`config.mk`:
```
export PLATFORM = sky130hd
export DESIGN_NAME = odc_orient_debounce
export DESIGN_NICKNAME = d
export VERILOG_FILES = /design/src/odc_pkg.sv /design/src/odc_angle_cmp.sv /design/src/odc_orient_debounce.sv /design/src/odc_step_timer.sv
export SDC_FILE = /design/constraint.sdc
export NUM_CORES = 1
export LEC_CHECK = 0
export ABC_AREA = 1
export BUFFER_PORTS_ARGS = -buffer_cell sky130_fd_sc_hd__buf_2
export CAP_MARGIN = 20
export CORE_AREA = 2 2 100 102
export CTS_CLUSTER_DIAMETER = 200
export CTS_CLUSTER_SIZE = 28
export DETAILED_ROUTE_END_ITERATION = 8
export DIE_AREA = 0 0 102 104
export PLACE_DENSITY = 0.79
export SYNTH_ARGS = -nofsm -noshare
export SYNTH_HDL_FRONTEND = slang
export SYNTH_SLANG_ARGS = --single-unit
export TNS_END_PERCENT = 5
```
`constraint.sdc`:
```
create_clock -name ref_clk -period 4.5 [get_ports ref_clk]
set_clock_uncertainty 0.15 [all_clocks]
set_input_delay 0.9 -clock ref_clk [delete_from_list [all_inputs] [get_ports ref_clk]]
set_output_delay 0.9 -clock ref_clk [all_outputs]
set_load 0.02 [all_outputs]
```
`src/odc_pkg.sv`:
```
// Shared constants and types for the orientation debounce block
package odc_pkg;

  // Clock and debounce time base
  localparam int unsigned CLK_PERIOD_NS = 40;
  localparam int unsigned STEP_UNIT_NS = 1250000;
  localparam int unsigned STEP_UNIT_CYC =
    (STEP_UNIT_NS + CLK_PERIOD_NS - 1) / CLK_PERIOD_NS;

  // Register offsets
  localparam logic [7:0] ADDR_STATUS = 8'h10;
  localparam logic [7:0] ADDR_CFG = 8'h11;
  localparam logic [7:0] ADDR_COUNT = 8'h12;
  localparam logic [7:0] ADDR_BFZ = 8'h13;
  localparam logic [7:0] ADDR_INT_STATUS = 8'h20;
  localparam logic [7:0] ADDR_INT_MASK = 8'h21;
  localparam logic [7:0] ADDR_SYS = 8'h22;

  // Field positions
  localparam int CFG_CNTM_BIT = 7;
  localparam int CFG_EN_BIT = 6;
  localparam int BFZ_BKFR_LSB = 6;
  localparam int ST_NEW_BIT = 7;
  localparam int ST_LOCK_BIT = 6;
  localparam int ST_LAPO_LSB = 1;
  localparam int ST_BAFRO_BIT = 0;
  localparam int INT_ORIENT_BIT = 0;
  localparam int INT_LOCK_BIT = 1;

  // Reset values
  localparam logic [7:0] COUNT_RST = 8'h00;
  localparam logic CNTM_RST = 1'b1;
  localparam logic [1:0] BKFR_RST = 2'h2;
  localparam logic [2:0] ZLOCK_RST = 3'h4;
  localparam logic [1:0] INT_RST = 2'h0;

  // Step length in 1.25 ms units
  localparam logic [2:0] RATE_12HZ = 3'h5;
  localparam logic [8:0] MULT_NORMAL_SLOW = 9'h010;
  localparam logic [8:0] MULT_LNLP_SLOW = 9'h040;
  localparam logic [8:0] MULT_LP_12HZ = 9'h040;
  localparam logic [8:0] MULT_LP_SLOW = 9'h080;
  localparam logic [8:0] MULT_HIRES = 9'h002;

  // Back/front trip angles in degrees, shifted by 5 per code step
  localparam logic [8:0] BF_TO_BACK_LO = 9'h064;
  localparam logic [8:0] BF_TO_BACK_HI = 9'h104;
  localparam logic [8:0] BF_TO_FRONT_LO = 9'h050;
  localparam logic [8:0] BF_TO_FRONT_HI = 9'h118;
  localparam logic [8:0] BF_STEP_DEG = 9'h005;

  // Z-tilt lockout angles in tenths of a degree, indexed by code
  localparam logic [7:0][9:0] ZLOCK_DECI = {
    10'h194, 10'h169, 10'h140, 10'h119,
    10'h0f4, 10'h0cf, 10'h0ab, 10'h088};

  typedef enum logic [1:0] {
    MODE_NORMAL, MODE_LOW_NOISE_LOW_POWER, MODE_HIRES, MODE_LOW_POWER
  } odc_mode_t;

  typedef struct packed {
    logic lockout;
    logic [1:0] lapo;
    logic bafro;
  } odc_orient_t;

  typedef struct packed {
    logic [2:0] output_sample_rate;
    odc_mode_t mode;
    logic hybrid;
    logic active;
  } odc_sys_t;

endpackage : odc_pkg

```
`src/odc_angle_cmp.sv`:
```
// Back/front and Z-tilt lockout candidate comparators
`timescale 1ns/100ps
module odc_angle_cmp (
  // Clock and reset, used by checks only
  input wire logic ref_clk,
  input wire logic reset,
  // Settings
  input wire logic [1:0] bkfr_code,
  input wire logic [2:0] zlock_code,
  // Measured angles and present state
  input wire logic [8:0] z_angle_deg,
  input wire logic [9:0] z_tilt_deci,
  input wire logic bafro_now,
  // Candidates
  output logic bafro_cand,
  output logic lockout_cand
);
  import odc_pkg::*;

  logic [8:0] shift_deg;
  logic to_back;
  logic to_front;

  // Each code step moves every trip angle out by 5 degrees, widening the dead band by 10
  assign shift_deg = 9'(bkfr_code * BF_STEP_DEG);
  assign to_back = (z_angle_deg > BF_TO_BACK_LO + shift_deg) &&
    (z_angle_deg < BF_TO_BACK_HI - shift_deg); // RQ12
  assign to_front = (z_angle_deg < BF_TO_FRONT_LO - shift_deg) ||
    (z_angle_deg > BF_TO_FRONT_HI + shift_deg); // RQ12
  // Between the two bands the side is kept, giving hysteresis
  assign bafro_cand = bafro_now ? !to_front : to_back; // RQ11

  // Tilt below the selected angle sets the lockout candidate
  assign lockout_cand = (z_tilt_deci < ZLOCK_DECI[zlock_code]); // RQ9 RQ10
endmodule : odc_angle_cmp

```
`src/odc_orient_debounce.sv`:
```
// Orientation debounce counter with angle settings and registers
// Function
// [RQ1] Eight-bit read/write debounce count, reset zero
// [RQ2] Latency is count times the step
// [RQ3] Clear counters on rate or active change
// [RQ4] Hybrid operation doubles each debounce step
// [RQ5] Step is one sample period down to 50 Hz
// [RQ6] Slower rates: 20, 80 or 160 ms steps
// [RQ7] High resolution: 1.25 ms, else 2.5 ms
// [RQ8] Longest debounce is full count times step
// [RQ9] Three-bit Z-tilt lockout code, default 4
// [RQ10] Lockout codes select 13.6 to 40.4 degrees
// [RQ11] Two-bit back/front code, default 0b10
// [RQ12] Back/front trips shift 5 degrees per code
// [RQ13] Counter mode: decrement or clear, resets clear
// [RQ14] Change flag set on change, read clears
// [RQ15] State commits only when count is reached
`timescale 1ns/100ps
module odc_orient_debounce #(
  parameter int unsigned STEP_UNIT_CYCLES = odc_pkg::STEP_UNIT_CYC
) (
  // Clock and reset
  input wire logic ref_clk,
  input wire logic reset,
  // Register port
  input wire logic [7:0] reg_addr,
  input wire logic [7:0] reg_wdata,
  input wire logic reg_write,
  input wire logic reg_read,
  output logic [7:0] reg_rdata,
  // Measurements from the sample path
  input wire logic [1:0] raw_lapo,
  input wire logic [8:0] z_angle_deg,
  input wire logic [9:0] z_tilt_deci,
  // Results
  output odc_pkg::odc_orient_t orient_state,
  output logic z_tilt_locked_flag,
  output logic irq
);
  import odc_pkg::*;

  logic [7:0] debounce_count_value_reg;
  logic cntm_reg;
  logic enable_reg;
  logic [1:0] bkfr_reg;
  logic [2:0] zlock_reg;
  odc_sys_t sys_reg;
  logic [2:0] rate_prev_reg;
  logic active_prev_reg;
  logic [7:0] cnt_reg;
  odc_orient_t state_reg;
  logic first_det_reg;
  logic newlp_reg;
  logic [1:0] int_status_reg;
  logic [1:0] int_mask_reg;
  logic [7:0] rdata_reg;
  logic [7:0] rdata_next;

  logic rate_chg;
  logic active_chg;
  logic dbc_clear;
  logic step_tick;
  logic tick_q;
  logic diff;
  logic commit;
  logic newlp_set;
  logic [1:0] int_event;
  logic bafro_cand;
  logic lockout_cand;
  odc_orient_t cand;

  // Step timer, restarted with the debounce counter
  odc_step_timer #(
    .STEP_UNIT_CYCLES(STEP_UNIT_CYCLES)
  ) u_step (
    .ref_clk(ref_clk),
    .reset(reset),
    .clear(dbc_clear),
    .sys(sys_reg),
    .step_units(),
    .step_tick(step_tick)
  );

  // Angle comparators feeding the candidate orientation
  odc_angle_cmp u_cmp (
    .ref_clk(ref_clk),
    .reset(reset),
    .bkfr_code(bkfr_reg),
    .zlock_code(zlock_reg),
    .z_angle_deg(z_angle_deg),
    .z_tilt_deci(z_tilt_deci),
    .bafro_now(state_reg.bafro),
    .bafro_cand(bafro_cand),
    .lockout_cand(lockout_cand)
  );

  assign cand.lockout = lockout_cand;
  assign cand.lapo = raw_lapo;
  assign cand.bafro = bafro_cand;

  // Configuration registers written by software
  always_ff @(posedge ref_clk) begin
    if (reset) begin
      debounce_count_value_reg <= COUNT_RST; // RQ1
      cntm_reg <= CNTM_RST; // RQ13
      enable_reg <= 1'b0;
      bkfr_reg <= BKFR_RST; // RQ11
      zlock_reg <= ZLOCK_RST; // RQ9
      sys_reg <= '0;
      int_mask_reg <= INT_RST;
    end else if (reg_write) begin
      unique case (reg_addr)
        ADDR_COUNT: debounce_count_value_reg <= reg_wdata; // RQ1
        ADDR_CFG: begin
          cntm_reg <= reg_wdata[CFG_CNTM_BIT];
          enable_reg <= reg_wdata[CFG_EN_BIT];
        end
        ADDR_BFZ: begin
          bkfr_reg <= reg_wdata[BFZ_BKFR_LSB +: 2];
          zlock_reg <= reg_wdata[2:0];
        end
        ADDR_SYS: sys_reg <= reg_wdata[6:0];
        ADDR_INT_MASK: int_mask_reg <= reg_wdata[1:0];
        default: ;
      endcase
    end
  end

  // Change detection on sample rate and standby/active
  always_ff @(posedge ref_clk) begin
    if (reset) begin
      rate_prev_reg <= 3'h0;
      active_prev_reg <= 1'b0;
    end else begin
      rate_prev_reg <= sys_reg.output_sample_rate;
      active_prev_reg <= sys_reg.active;
    end
  end

  assign rate_chg = (rate_prev_reg != sys_reg.output_sample_rate);
  assign active_chg = (active_prev_reg != sys_reg.active);
  // Standby or disable also holds the counter at zero
  assign dbc_clear = rate_chg || active_chg ||
    !sys_reg.active || !enable_reg; // RQ3

  assign tick_q = step_tick && !dbc_clear;
  assign diff = (cand != state_reg);
  // Zero count commits on the first differing sample
  assign commit = tick_q && diff &&
    (cnt_reg == debounce_count_value_reg); // RQ15 RQ2 RQ8

  // Debounce counter
  always_ff @(posedge ref_clk) begin
    if (reset || dbc_clear) begin
      cnt_reg <= 8'h00; // RQ3
    end else if (tick_q) begin
      if (commit) begin
        cnt_reg <= 8'h00; // RQ15
      end else if (diff) begin
        cnt_reg <= cnt_reg + 8'h01; // RQ2
      end else if (cntm_reg || cnt_reg == 8'h00) begin
        cnt_reg <= 8'h00; // RQ13
      end else begin
        cnt_reg <= cnt_reg - 8'h01; // RQ13
      end
    end
  end

  // Reported orientation, only on a committed transition
  always_ff @(posedge ref_clk) begin
    if (reset) begin
      state_reg <= '0;
    end else if (commit) begin
      state_reg <= cand; // RQ15
    end
  end

  // First detection after waking is reported even without change
  always_ff @(posedge ref_clk) begin
    if (reset) begin
      first_det_reg <= 1'b0;
    end else if (active_chg && sys_reg.active) begin
      first_det_reg <= 1'b1;
    end else if (tick_q) begin
      first_det_reg <= 1'b0;
    end
  end

  assign newlp_set = commit || (tick_q && first_det_reg); // RQ14

  // Change flag; a new event beats a clearing read
  always_ff @(posedge ref_clk) begin
    if (reset) begin
      newlp_reg <= 1'b0;
    end else if (newlp_set) begin
      newlp_reg <= 1'b1; // RQ14
    end else if (reg_read && reg_addr == ADDR_STATUS) begin
      newlp_reg <= 1'b0; // RQ14
    end
  end

  assign int_event[INT_ORIENT_BIT] = newlp_set;
  assign int_event[INT_LOCK_BIT] = commit && cand.lockout &&
    !state_reg.lockout;

  // Sticky interrupt status, cleared by reading it
  always_ff @(posedge ref_clk) begin
    if (reset) begin
      int_status_reg <= INT_RST;
    end else if (reg_read && reg_addr == ADDR_INT_STATUS) begin
      int_status_reg <= int_event;
    end else begin
      int_status_reg <= int_status_reg | int_event;
    end
  end

  assign irq = |(int_status_reg & int_mask_reg);

  // Read mux; unmapped offsets read zero
  always_comb begin
    rdata_next = 8'h00;
    unique case (reg_addr)
      ADDR_STATUS: begin
        rdata_next[ST_NEW_BIT] = newlp_reg;
        rdata_next[ST_LOCK_BIT] = state_reg.lockout;
        rdata_next[ST_LAPO_LSB +: 2] = state_reg.lapo;
        rdata_next[ST_BAFRO_BIT] = state_reg.bafro;
      end
      ADDR_CFG: begin
        rdata_next[CFG_CNTM_BIT] = cntm_reg;
        rdata_next[CFG_EN_BIT] = enable_reg;
      end
      ADDR_COUNT: rdata_next = debounce_count_value_reg;
      ADDR_BFZ: rdata_next = {bkfr_reg, 3'h0, zlock_reg};
      ADDR_SYS: rdata_next = {1'b0, sys_reg};
      ADDR_INT_STATUS: rdata_next = {6'h00, int_status_reg};
      ADDR_INT_MASK: rdata_next = {6'h00, int_mask_reg};
      default: rdata_next = 8'h00;
    endcase
  end

  // Read data stands only in the cycle after the strobe
  always_ff @(posedge ref_clk) begin
    if (reset || !reg_read) begin
      rdata_reg <= 8'h00;
    end else begin
      rdata_reg <= rdata_next;
    end
  end

  assign reg_rdata = rdata_reg;
  assign orient_state = state_reg;
  assign z_tilt_locked_flag = state_reg.lockout;
endmodule : odc_orient_debounce

```
`src/odc_step_timer.sv`:
```
// Debounce step tick generator driven by sample rate and power mode
`timescale 1ns/100ps
module odc_step_timer #(
  parameter int unsigned STEP_UNIT_CYCLES = odc_pkg::STEP_UNIT_CYC
) (
  // Clock and reset
  input wire logic ref_clk,
  input wire logic reset,
  // Control
  input wire logic clear,
  input odc_pkg::odc_sys_t sys,
  // Result
  output logic [8:0] step_units,
  output logic step_tick
);
  import odc_pkg::*;

  localparam int UW = $clog2(STEP_UNIT_CYCLES + 1);
  localparam logic [UW-1:0] UNIT_LAST = UW'(STEP_UNIT_CYCLES - 1);

  logic [UW-1:0] unit_reg;
  logic [8:0] mult_reg;
  logic [8:0] base_units;
  logic unit_done;

  // Step per rate and mode, in 1.25 ms units
  always_comb begin
    if (sys.mode == MODE_HIRES) begin
      base_units = (sys.output_sample_rate == 3'h0) ? 9'h001 : MULT_HIRES; // RQ7
    end else if (sys.output_sample_rate < RATE_12HZ) begin
      base_units = 9'h001 << sys.output_sample_rate; // RQ5
    end else begin
      unique case (sys.mode)
        MODE_LOW_NOISE_LOW_POWER: base_units = MULT_LNLP_SLOW; // RQ6
        MODE_LOW_POWER: base_units = (sys.output_sample_rate == RATE_12HZ) ?
          MULT_LP_12HZ : MULT_LP_SLOW; // RQ6
        default: base_units = MULT_NORMAL_SLOW; // RQ6
      endcase
    end
  end

  // Interleaved sensors halve the effective rate
  assign step_units = sys.hybrid ? (base_units << 1) : base_units; // RQ4

  assign unit_done = (unit_reg == UNIT_LAST);
  // Compare with >= so a mode change mid-step cannot overrun
  assign step_tick = unit_done && (mult_reg >= step_units - 9'h001); // RQ2

  // Base 1.25 ms divider
  always_ff @(posedge ref_clk) begin
    if (reset || clear || unit_done) begin
      unit_reg <= '0;
    end else begin
      unit_reg <= unit_reg + UW'(1);
    end
  end

  // Unit count within one step
  always_ff @(posedge ref_clk) begin
    if (reset || clear || step_tick) begin
      mult_reg <= 9'h000;
    end else if (unit_done) begin
      mult_reg <= mult_reg + 9'h001;
    end
  end
endmodule : odc_step_timer
```
## Word level (Yosys, flattened, before mapping)

Memory sizes are Yosys's and may differ from the RTL's. A register that Yosys moved wholly into a read port is not among the register bits.
Index checks and enable logic that the tools add are counted.

| storage, ports and cells | value |
|---|---|
| ROM bits | 80 |
| input bits | 41 |
| bits in registers | 76 |
| memories | 1 |
| output and inout port bits | 14 |

Memories:

| memory | depth | width | read ports | clocked after Yosys merged registers in | wr ports | line | text |
|---|---|---|---|---|---|---|---|
| (no name shown) | 8 | 10 | 1 | 1 | 0 | odc_angle_cmp.sv:34 | `assign lockout_cand = (z_tilt_deci < ZLOCK_DECI[zlock_code]);` |

| operators by class | value |
|---|---|
| multipliers | 1 |
| $add $sub $neg | 9 |
| mux-type cells | 21 |
| equality and inequality tests | 16 |
| shifts and indexed selects | 1 |
| $lt $le $gt $ge | 8 |
| bitwise gates (word level) | 2 |
| reductions and logical operators | 37 |

Operator list:

| operator | count |
|---|---|
| $eq 8x5->1 const B | 4 |
| $mux 8 | 4 |
| $mux 9 | 3 |
| $eq 8x6->1 const B | 3 |
| $gt 9x9->1 | 2 |
| $lt 9x9->1 | 2 |
| $pmux 3 s6 | 1 |
| $pmux 9 s2 | 1 |
| $add 15x1->15 const B | 1 |
| $eq 15x15->1 const B | 1 |
| $logic_and 1x1->1 | 11 |
| $logic_or 1x1->1 | 10 |
| $lt 10x10->1 | 1 |
| $mux 10 | 1 |
| $pmux 2 s5 | 1 |
| $reduce_and 2->1 | 5 |
| $add 9x1->9 const B | 1 |
| $add 9x5->9 const A | 1 |
| $ge 9x9->1 | 1 |
| $shl 1x3->9 const A | 1 |
| $sub 9x1->9 const B | 1 |
| $sub 9x5->9 const A | 1 |
| $add 7x5->8 const A | 1 |
| $add 8x1->8 const B | 1 |
| other kinds (23) | 36 |

## Logic depth before layout (Yosys ltp)

| logic depth | value |
|---|---|
| word-level depth | 16 |
| gate-level depth with buffers | 22 |
| depth with buffers taken out | 22 |

## By module

A second synthesis with hierarchy kept.

| unflattened totals | value |
|---|---|
| cells, all modules | 898 |
| area, all modules | 5896.9 sq um |

By module, submodules not included:

| module | cells an instance | area each (sq um) | times used | seq. area each (sq um) |
|---|---|---|---|---|
| odc_orient_debounce | 432 | 2999.1 | 1 | 1041.0 |
| odc_step_timer | 298 | 1878.1 | 1 | 480.5 |
| odc_angle_cmp | 168 | 1019.7 | 1 | 0.0 |

## Worst setup path before layout

OpenSTA, ideal clock, no wires.

| path | value |
|---|---|
| path kind | register -> register |
| start | reg sys_reg[1] (netlist name) |
| end | reg state_reg (netlist bit orient_state[1]) |
| required time | 4.227 ns |
| stages on the path, launching flop included | 19 |
| path buffers | 1 |
| data arrival time | 2.843 ns |
| path slack | 1.384 ns |
| library setup time | 0.123 ns |
| cell sequence | dfxtp_1 clkbuf_1 inv_1 nand3_1 ha_1 inv_1 nor3b_1 nand3_1 xor2_1 ha_1 nand2_1 nor2_1 nand3b_1 nand4_1 nand2_1 nor2_2 nand3_1 o21ai_0 a21oi_1 |

| between the ends | value |
|---|---|
| longest elaborated chain between the ends | 7 |

Ends and longest elaborated chain:

| item | line | text |
|---|---|---|
| from (decl) | odc_orient_debounce.sv:47 | `odc_sys_t sys_reg;` |
| from (signal assigned) | odc_orient_debounce.sv:122 | `ADDR_SYS: sys_reg <= reg_wdata[6:0];` |
| $mux 9 | odc_step_timer.sv:43 | `assign step_units = sys.hybrid ? (base_units << 1) : base_units;` |
| $sub 9x1->9 | odc_step_timer.sv:47 | `assign step_tick = unit_done && (mult_reg >= step_units - 9'h001);` |
| $ge 9x9->1 | odc_step_timer.sv:47 |  |
| $logic_and 1x1->1 | odc_step_timer.sv:47 |  |
| $logic_and 1x1->1 | odc_orient_debounce.sv:146 | `assign tick_q = step_tick && !dbc_clear;` |
| $logic_and 1x1->1 (2 in series) | odc_orient_debounce.sv:149 | `assign commit = tick_q && diff &&` |
| to (signal assigned) | odc_orient_debounce.sv:174 | `state_reg <= cand;` |
| to (decl) | odc_orient_debounce.sv:51 | `odc_orient_t state_reg;` |

Every way passes these cells.
A chain may end at the register's enable or synchronous reset.

## Final worst setup path

| path | value |
|---|---|
| start | reg sys_reg[4] (netlist name) |
| end | reg state_reg (netlist bit orient_state[2]) |

| between the ends | value |
|---|---|
| longest elaborated chain between the ends | 12 |
| elaborated cells between the ends (all ways) | 21 |
| classes of those cells | add/sub: 1; order compare: 2; eq/ne: 2; shift: 1; mux: 6; reduce/logical: 9 |

Ends and longest elaborated chain:

| item | line | text |
|---|---|---|
| $eq 3x3->1 | odc_step_timer.sv:35 | `MODE_LOW_POWER: base_units = (sys.output_sample_rate == RATE_12HZ) ?` |
| $mux 8 | odc_step_timer.sv:35 |  |
| $pmux 9 s2 | odc_step_timer.sv:33 | `unique case (sys.mode)` |
| $mux 9 | odc_step_timer.sv:30 | `end else if (sys.output_sample_rate < RATE_12HZ) begin` |
| $mux 9 | odc_step_timer.sv:28 | `if (sys.mode == MODE_HIRES) begin` |
| $mux 9 | odc_step_timer.sv:43 |  |
| $sub 9x1->9 | odc_step_timer.sv:47 |  |
| $ge 9x9->1 | odc_step_timer.sv:47 |  |
| $logic_and 1x1->1 | odc_step_timer.sv:47 |  |
| $logic_and 1x1->1 * | odc_orient_debounce.sv:146 |  |
| $logic_and 1x1->1 * (2 in series) | odc_orient_debounce.sv:149 |  |

Mark *: on every way between the ends. The rest lies on a longest branch, timed or not.

==> results.sh <==
export IMPL_drc_errors=0
export IMPL_maxSlewHeadroom=0.540
export IMPL_initial_core_util=0.580
export IMPL_async_flop_share=0
export IMPL_cts_tree="done"
export IMPL_fp_row_count=36
export IMPL_design_die_area_um2=10600
export IMPL_finalPower_w=0.00146
export IMPL_start_kind="flip-flop"
export IMPL_io_buffers=54
export IMPL_vias=5275
export IMPL_endpoint_kind="flip-flop"
export IMPL_cts_clk_slew_worst_paths_ns=0.09
export IMPL_syn_nets=896
export IMPL_fmax_mhz=276
export IMPL_ys_flop_type="dfxtp_1"
export IMPL_regArea_um2=1700
export IMPL_worst_skew_pair_late_latency_ns=0.37
export IMPL_cpPeakStageDelay_ns=0.37
export IMPL_ctsResizeCount=0
export IMPL_period_share=0.806
export IMPL_yosys_mux_area_fraction=0
export IMPL_finalInstanceArea_um2=6130
export IMPL_cts_made_buffers=9
export IMPL_drt_pass1_iterations=7
export IMPL_netlist_area_um2=5540
export IMPL_worst_ep_arrival_time_ns=3.74
export IMPL_synth_compound_area_frac=0.113
export IMPL_required_ns=4.61
export IMPL_grt_use_total=0.260
export IMPL_cp_max_fo=7
export IMPL_criticalPathCategory="flip-flop to flip-flop"
export IMPL_globalplace_congestion=0.873
export IMPL_power_leakage_nw=2.74
export IMPL_dieWidth_um=102
export IMPL_placed_area_um2=5900
export IMPL_drt_wl_total_mm=13.0
export IMPL_path_cells="nor2_1, nand3_1, nand3_1, ha_1, inv_1, nor3b_1, nand3_1, nor2_1, a21oi_1, ha_1, nand2_1, nor2_1, nand3b_1, nand4_1, nand2_1, nor2_2, nand3_1, o21ai_0, a21oi_1"
export IMPL_drt_iter0_drc=341
export IMPL_status="finished clean"
export IMPL_postCtsSetupBuffers=0
export IMPL_final_common_cell="nand2_1"
export IMPL_vias_per_cell=5.33
export IMPL_crit_buf_inv=1
export IMPL_post_route_min_period_ns=3.63
export IMPL_critical_path_top_delay_family="simple AND/OR/NAND/NOR gates"
export IMPL_grt_pass1_vias=5274
export IMPL_cap_violations=0
export IMPL_hold_viol=0
export IMPL_yosys_area_share_simple=0.309
export IMPL_fin_util=0.642
export IMPL_fin_tns_setup_ns=0
export IMPL_worstMarginPinSlew_ns=0.685
export IMPL_powerDensity_nw_per_um2=239
export IMPL_ys_seq_area_frac=0.307
export IMPL_rsz0062_at_grt="false"
export IMPL_multi_input_area_um2=3280
export IMPL_synth_edf_count=0
export IMPL_place_hpwl_mm=10.3
export IMPL_cp_slowest_cell="dfxtp_1"
export IMPL_synth_xor_area_share=0.0474
export IMPL_diodes=0
export IMPL_wl_per_cell_um=13.1
export IMPL_layout_drive_gt1_share=0.110
export IMPL_synthAdderAreaFrac=0.122
export IMPL_final_cell_mix="162 x nand2_1, 126 x inv_1, 88 x nor2_1"
export IMPL_grt_pass1_wl_mm=22.6
export IMPL_crit_top_cell="nand3_1"
export IMPL_io_pins=55
export IMPL_synth_avg_cell_area_um2=6.92
export IMPL_die_h_um=104
export IMPL_fin_nets=946
export IMPL_cts_sinks=85
export IMPL_synth_distinct_cells=42
export IMPL_antenna_left=0
export IMPL_grt_max_degree=24
export IMPL_synth_warnings=0
export IMPL_setup_viol=0
export IMPL_fillers=886
export IMPL_grt_overflow_total=0
export IMPL_fp_coreArea_um2=9550
export IMPL_clockBufferDepth=2
export IMPL_root_buffer="clkbuf_8"
export IMPL_ir_worst_vdd_v=0.000223
export IMPL_antenna_found_initial=0
export IMPL_synth_seq_cells=85
export IMPL_syn_inst=801
export IMPL_ctsHtreeMaxLevel=3
export IMPL_timing_hold_ws_ns=0.319
export IMPL_hold_class="flip-flop to flip-flop"
export IMPL_cts_hold_buffers_added=0
export IMPL_synth_top_family_by_area="simple AND/OR/NAND/NOR gates"
export IMPL_final_max_slew_viol_count=0
export IMPL_syn_to_final_growth_pct=10.5
==> report_power, final <==
group | total (W) | internal, W | switching [W]
sequential | 0.000753 | 0.000752 | 0.000000567
clock | 0.000607 | 0.000316 | 0.000291
combinational | 0.000104 | 0.0000384 | 0.0000654
total | 0.00146 | 0.00111 | 0.000357
==> routing by layer <==
metal | track usage | part of all wire | vias to the layer above
met5 | 0 | 0 | -
met4 | 0.104 | 0.030 | 0
met3 | 0.0585 | 0.051 | 43
met2 | 0.459 | 0.51 | 161
met1 | 0.298 | 0.41 | 2373
li1 | - | - | 2698
==> logic make-up (layout without fill, tap and decap cells) <==
| group | count (synthesis) | count (layout) |
|---|---|---|
| flip-flops | 85 | 85 |
| adder cells (fa/ha/maj) | 54 | 54 |
| buffers and inverters | 144 | 199 |
| AO/OA/AOI/OAI | 115 | 115 |
| XOR/XNOR | 30 | 30 |
| AND/OR/NAND/NOR | 373 | 373 |
==> worst paths after layout <==
kind	depth (start not counted)	from	slack, ns	to
setup / recovery	19	sys_reg[4]	0.87	orient_state[2]
hold / removal	1	u_step.unit_reg[0]	0.32	u_step.unit_reg[0]
setup reg to reg	19	sys_reg[4]	0.87	orient_state[2]
hold reg to reg	1	u_step.unit_reg[0]	0.32	u_step.unit_reg[0]
==> final cells by class <==
type	count	share of cell area
Sequential cell	85	0.278
Tap cell	133	0.0272
Timing Repair Buffer	55	0.0453
Multi-Input combinational cell	572	0.535
Clock buffer	9	0.0202
Inverter	128	0.0784
Clock inverter	7	0.0159
==> worst register-to-register path, stage by stage (launching register included) <==
cell and delay (ns):
dfxtp_1 0.37, nor2_1 0.22, nand3_1 0.16, nand3_1 0.12
ha_1 0.15, inv_1 0.06, nor3b_1 0.31, nand3_1 0.21
nor2_1 0.14, a21oi_1 0.05, ha_1 0.32, nand2_1 0.08
nor2_1 0.13, nand3b_1 0.09, nand4_1 0.15, nand2_1 0.10
nor2_2 0.18, nand3_1 0.23, o21ai_0 0.25, a21oi_1 0.06
==> through the flow <==
step,setup slack (ns),std cells
detailed placement,0.900,973
global placement,1.18,973
finish,0.873,989
CTS,0.876,989
floorplan,1.38,801
global route,0.498,989
==> cell usage after synthesis, types with 15 or more instances <==
cell     instances  area, µm²
nor2_1          88        330
inv_1          126        473
nand2_1        162        608
xor2_1          15        131
xnor2_1         15        131
dfxtp_1         85       1700
a21oi_1         57        285
nor3_1          17       85.1
o21ai_0         32        160
ha_1            54        676
nand3_1         50        250
nand4_1         22        138
No activity file was read; power rests on OpenSTA's default activity.
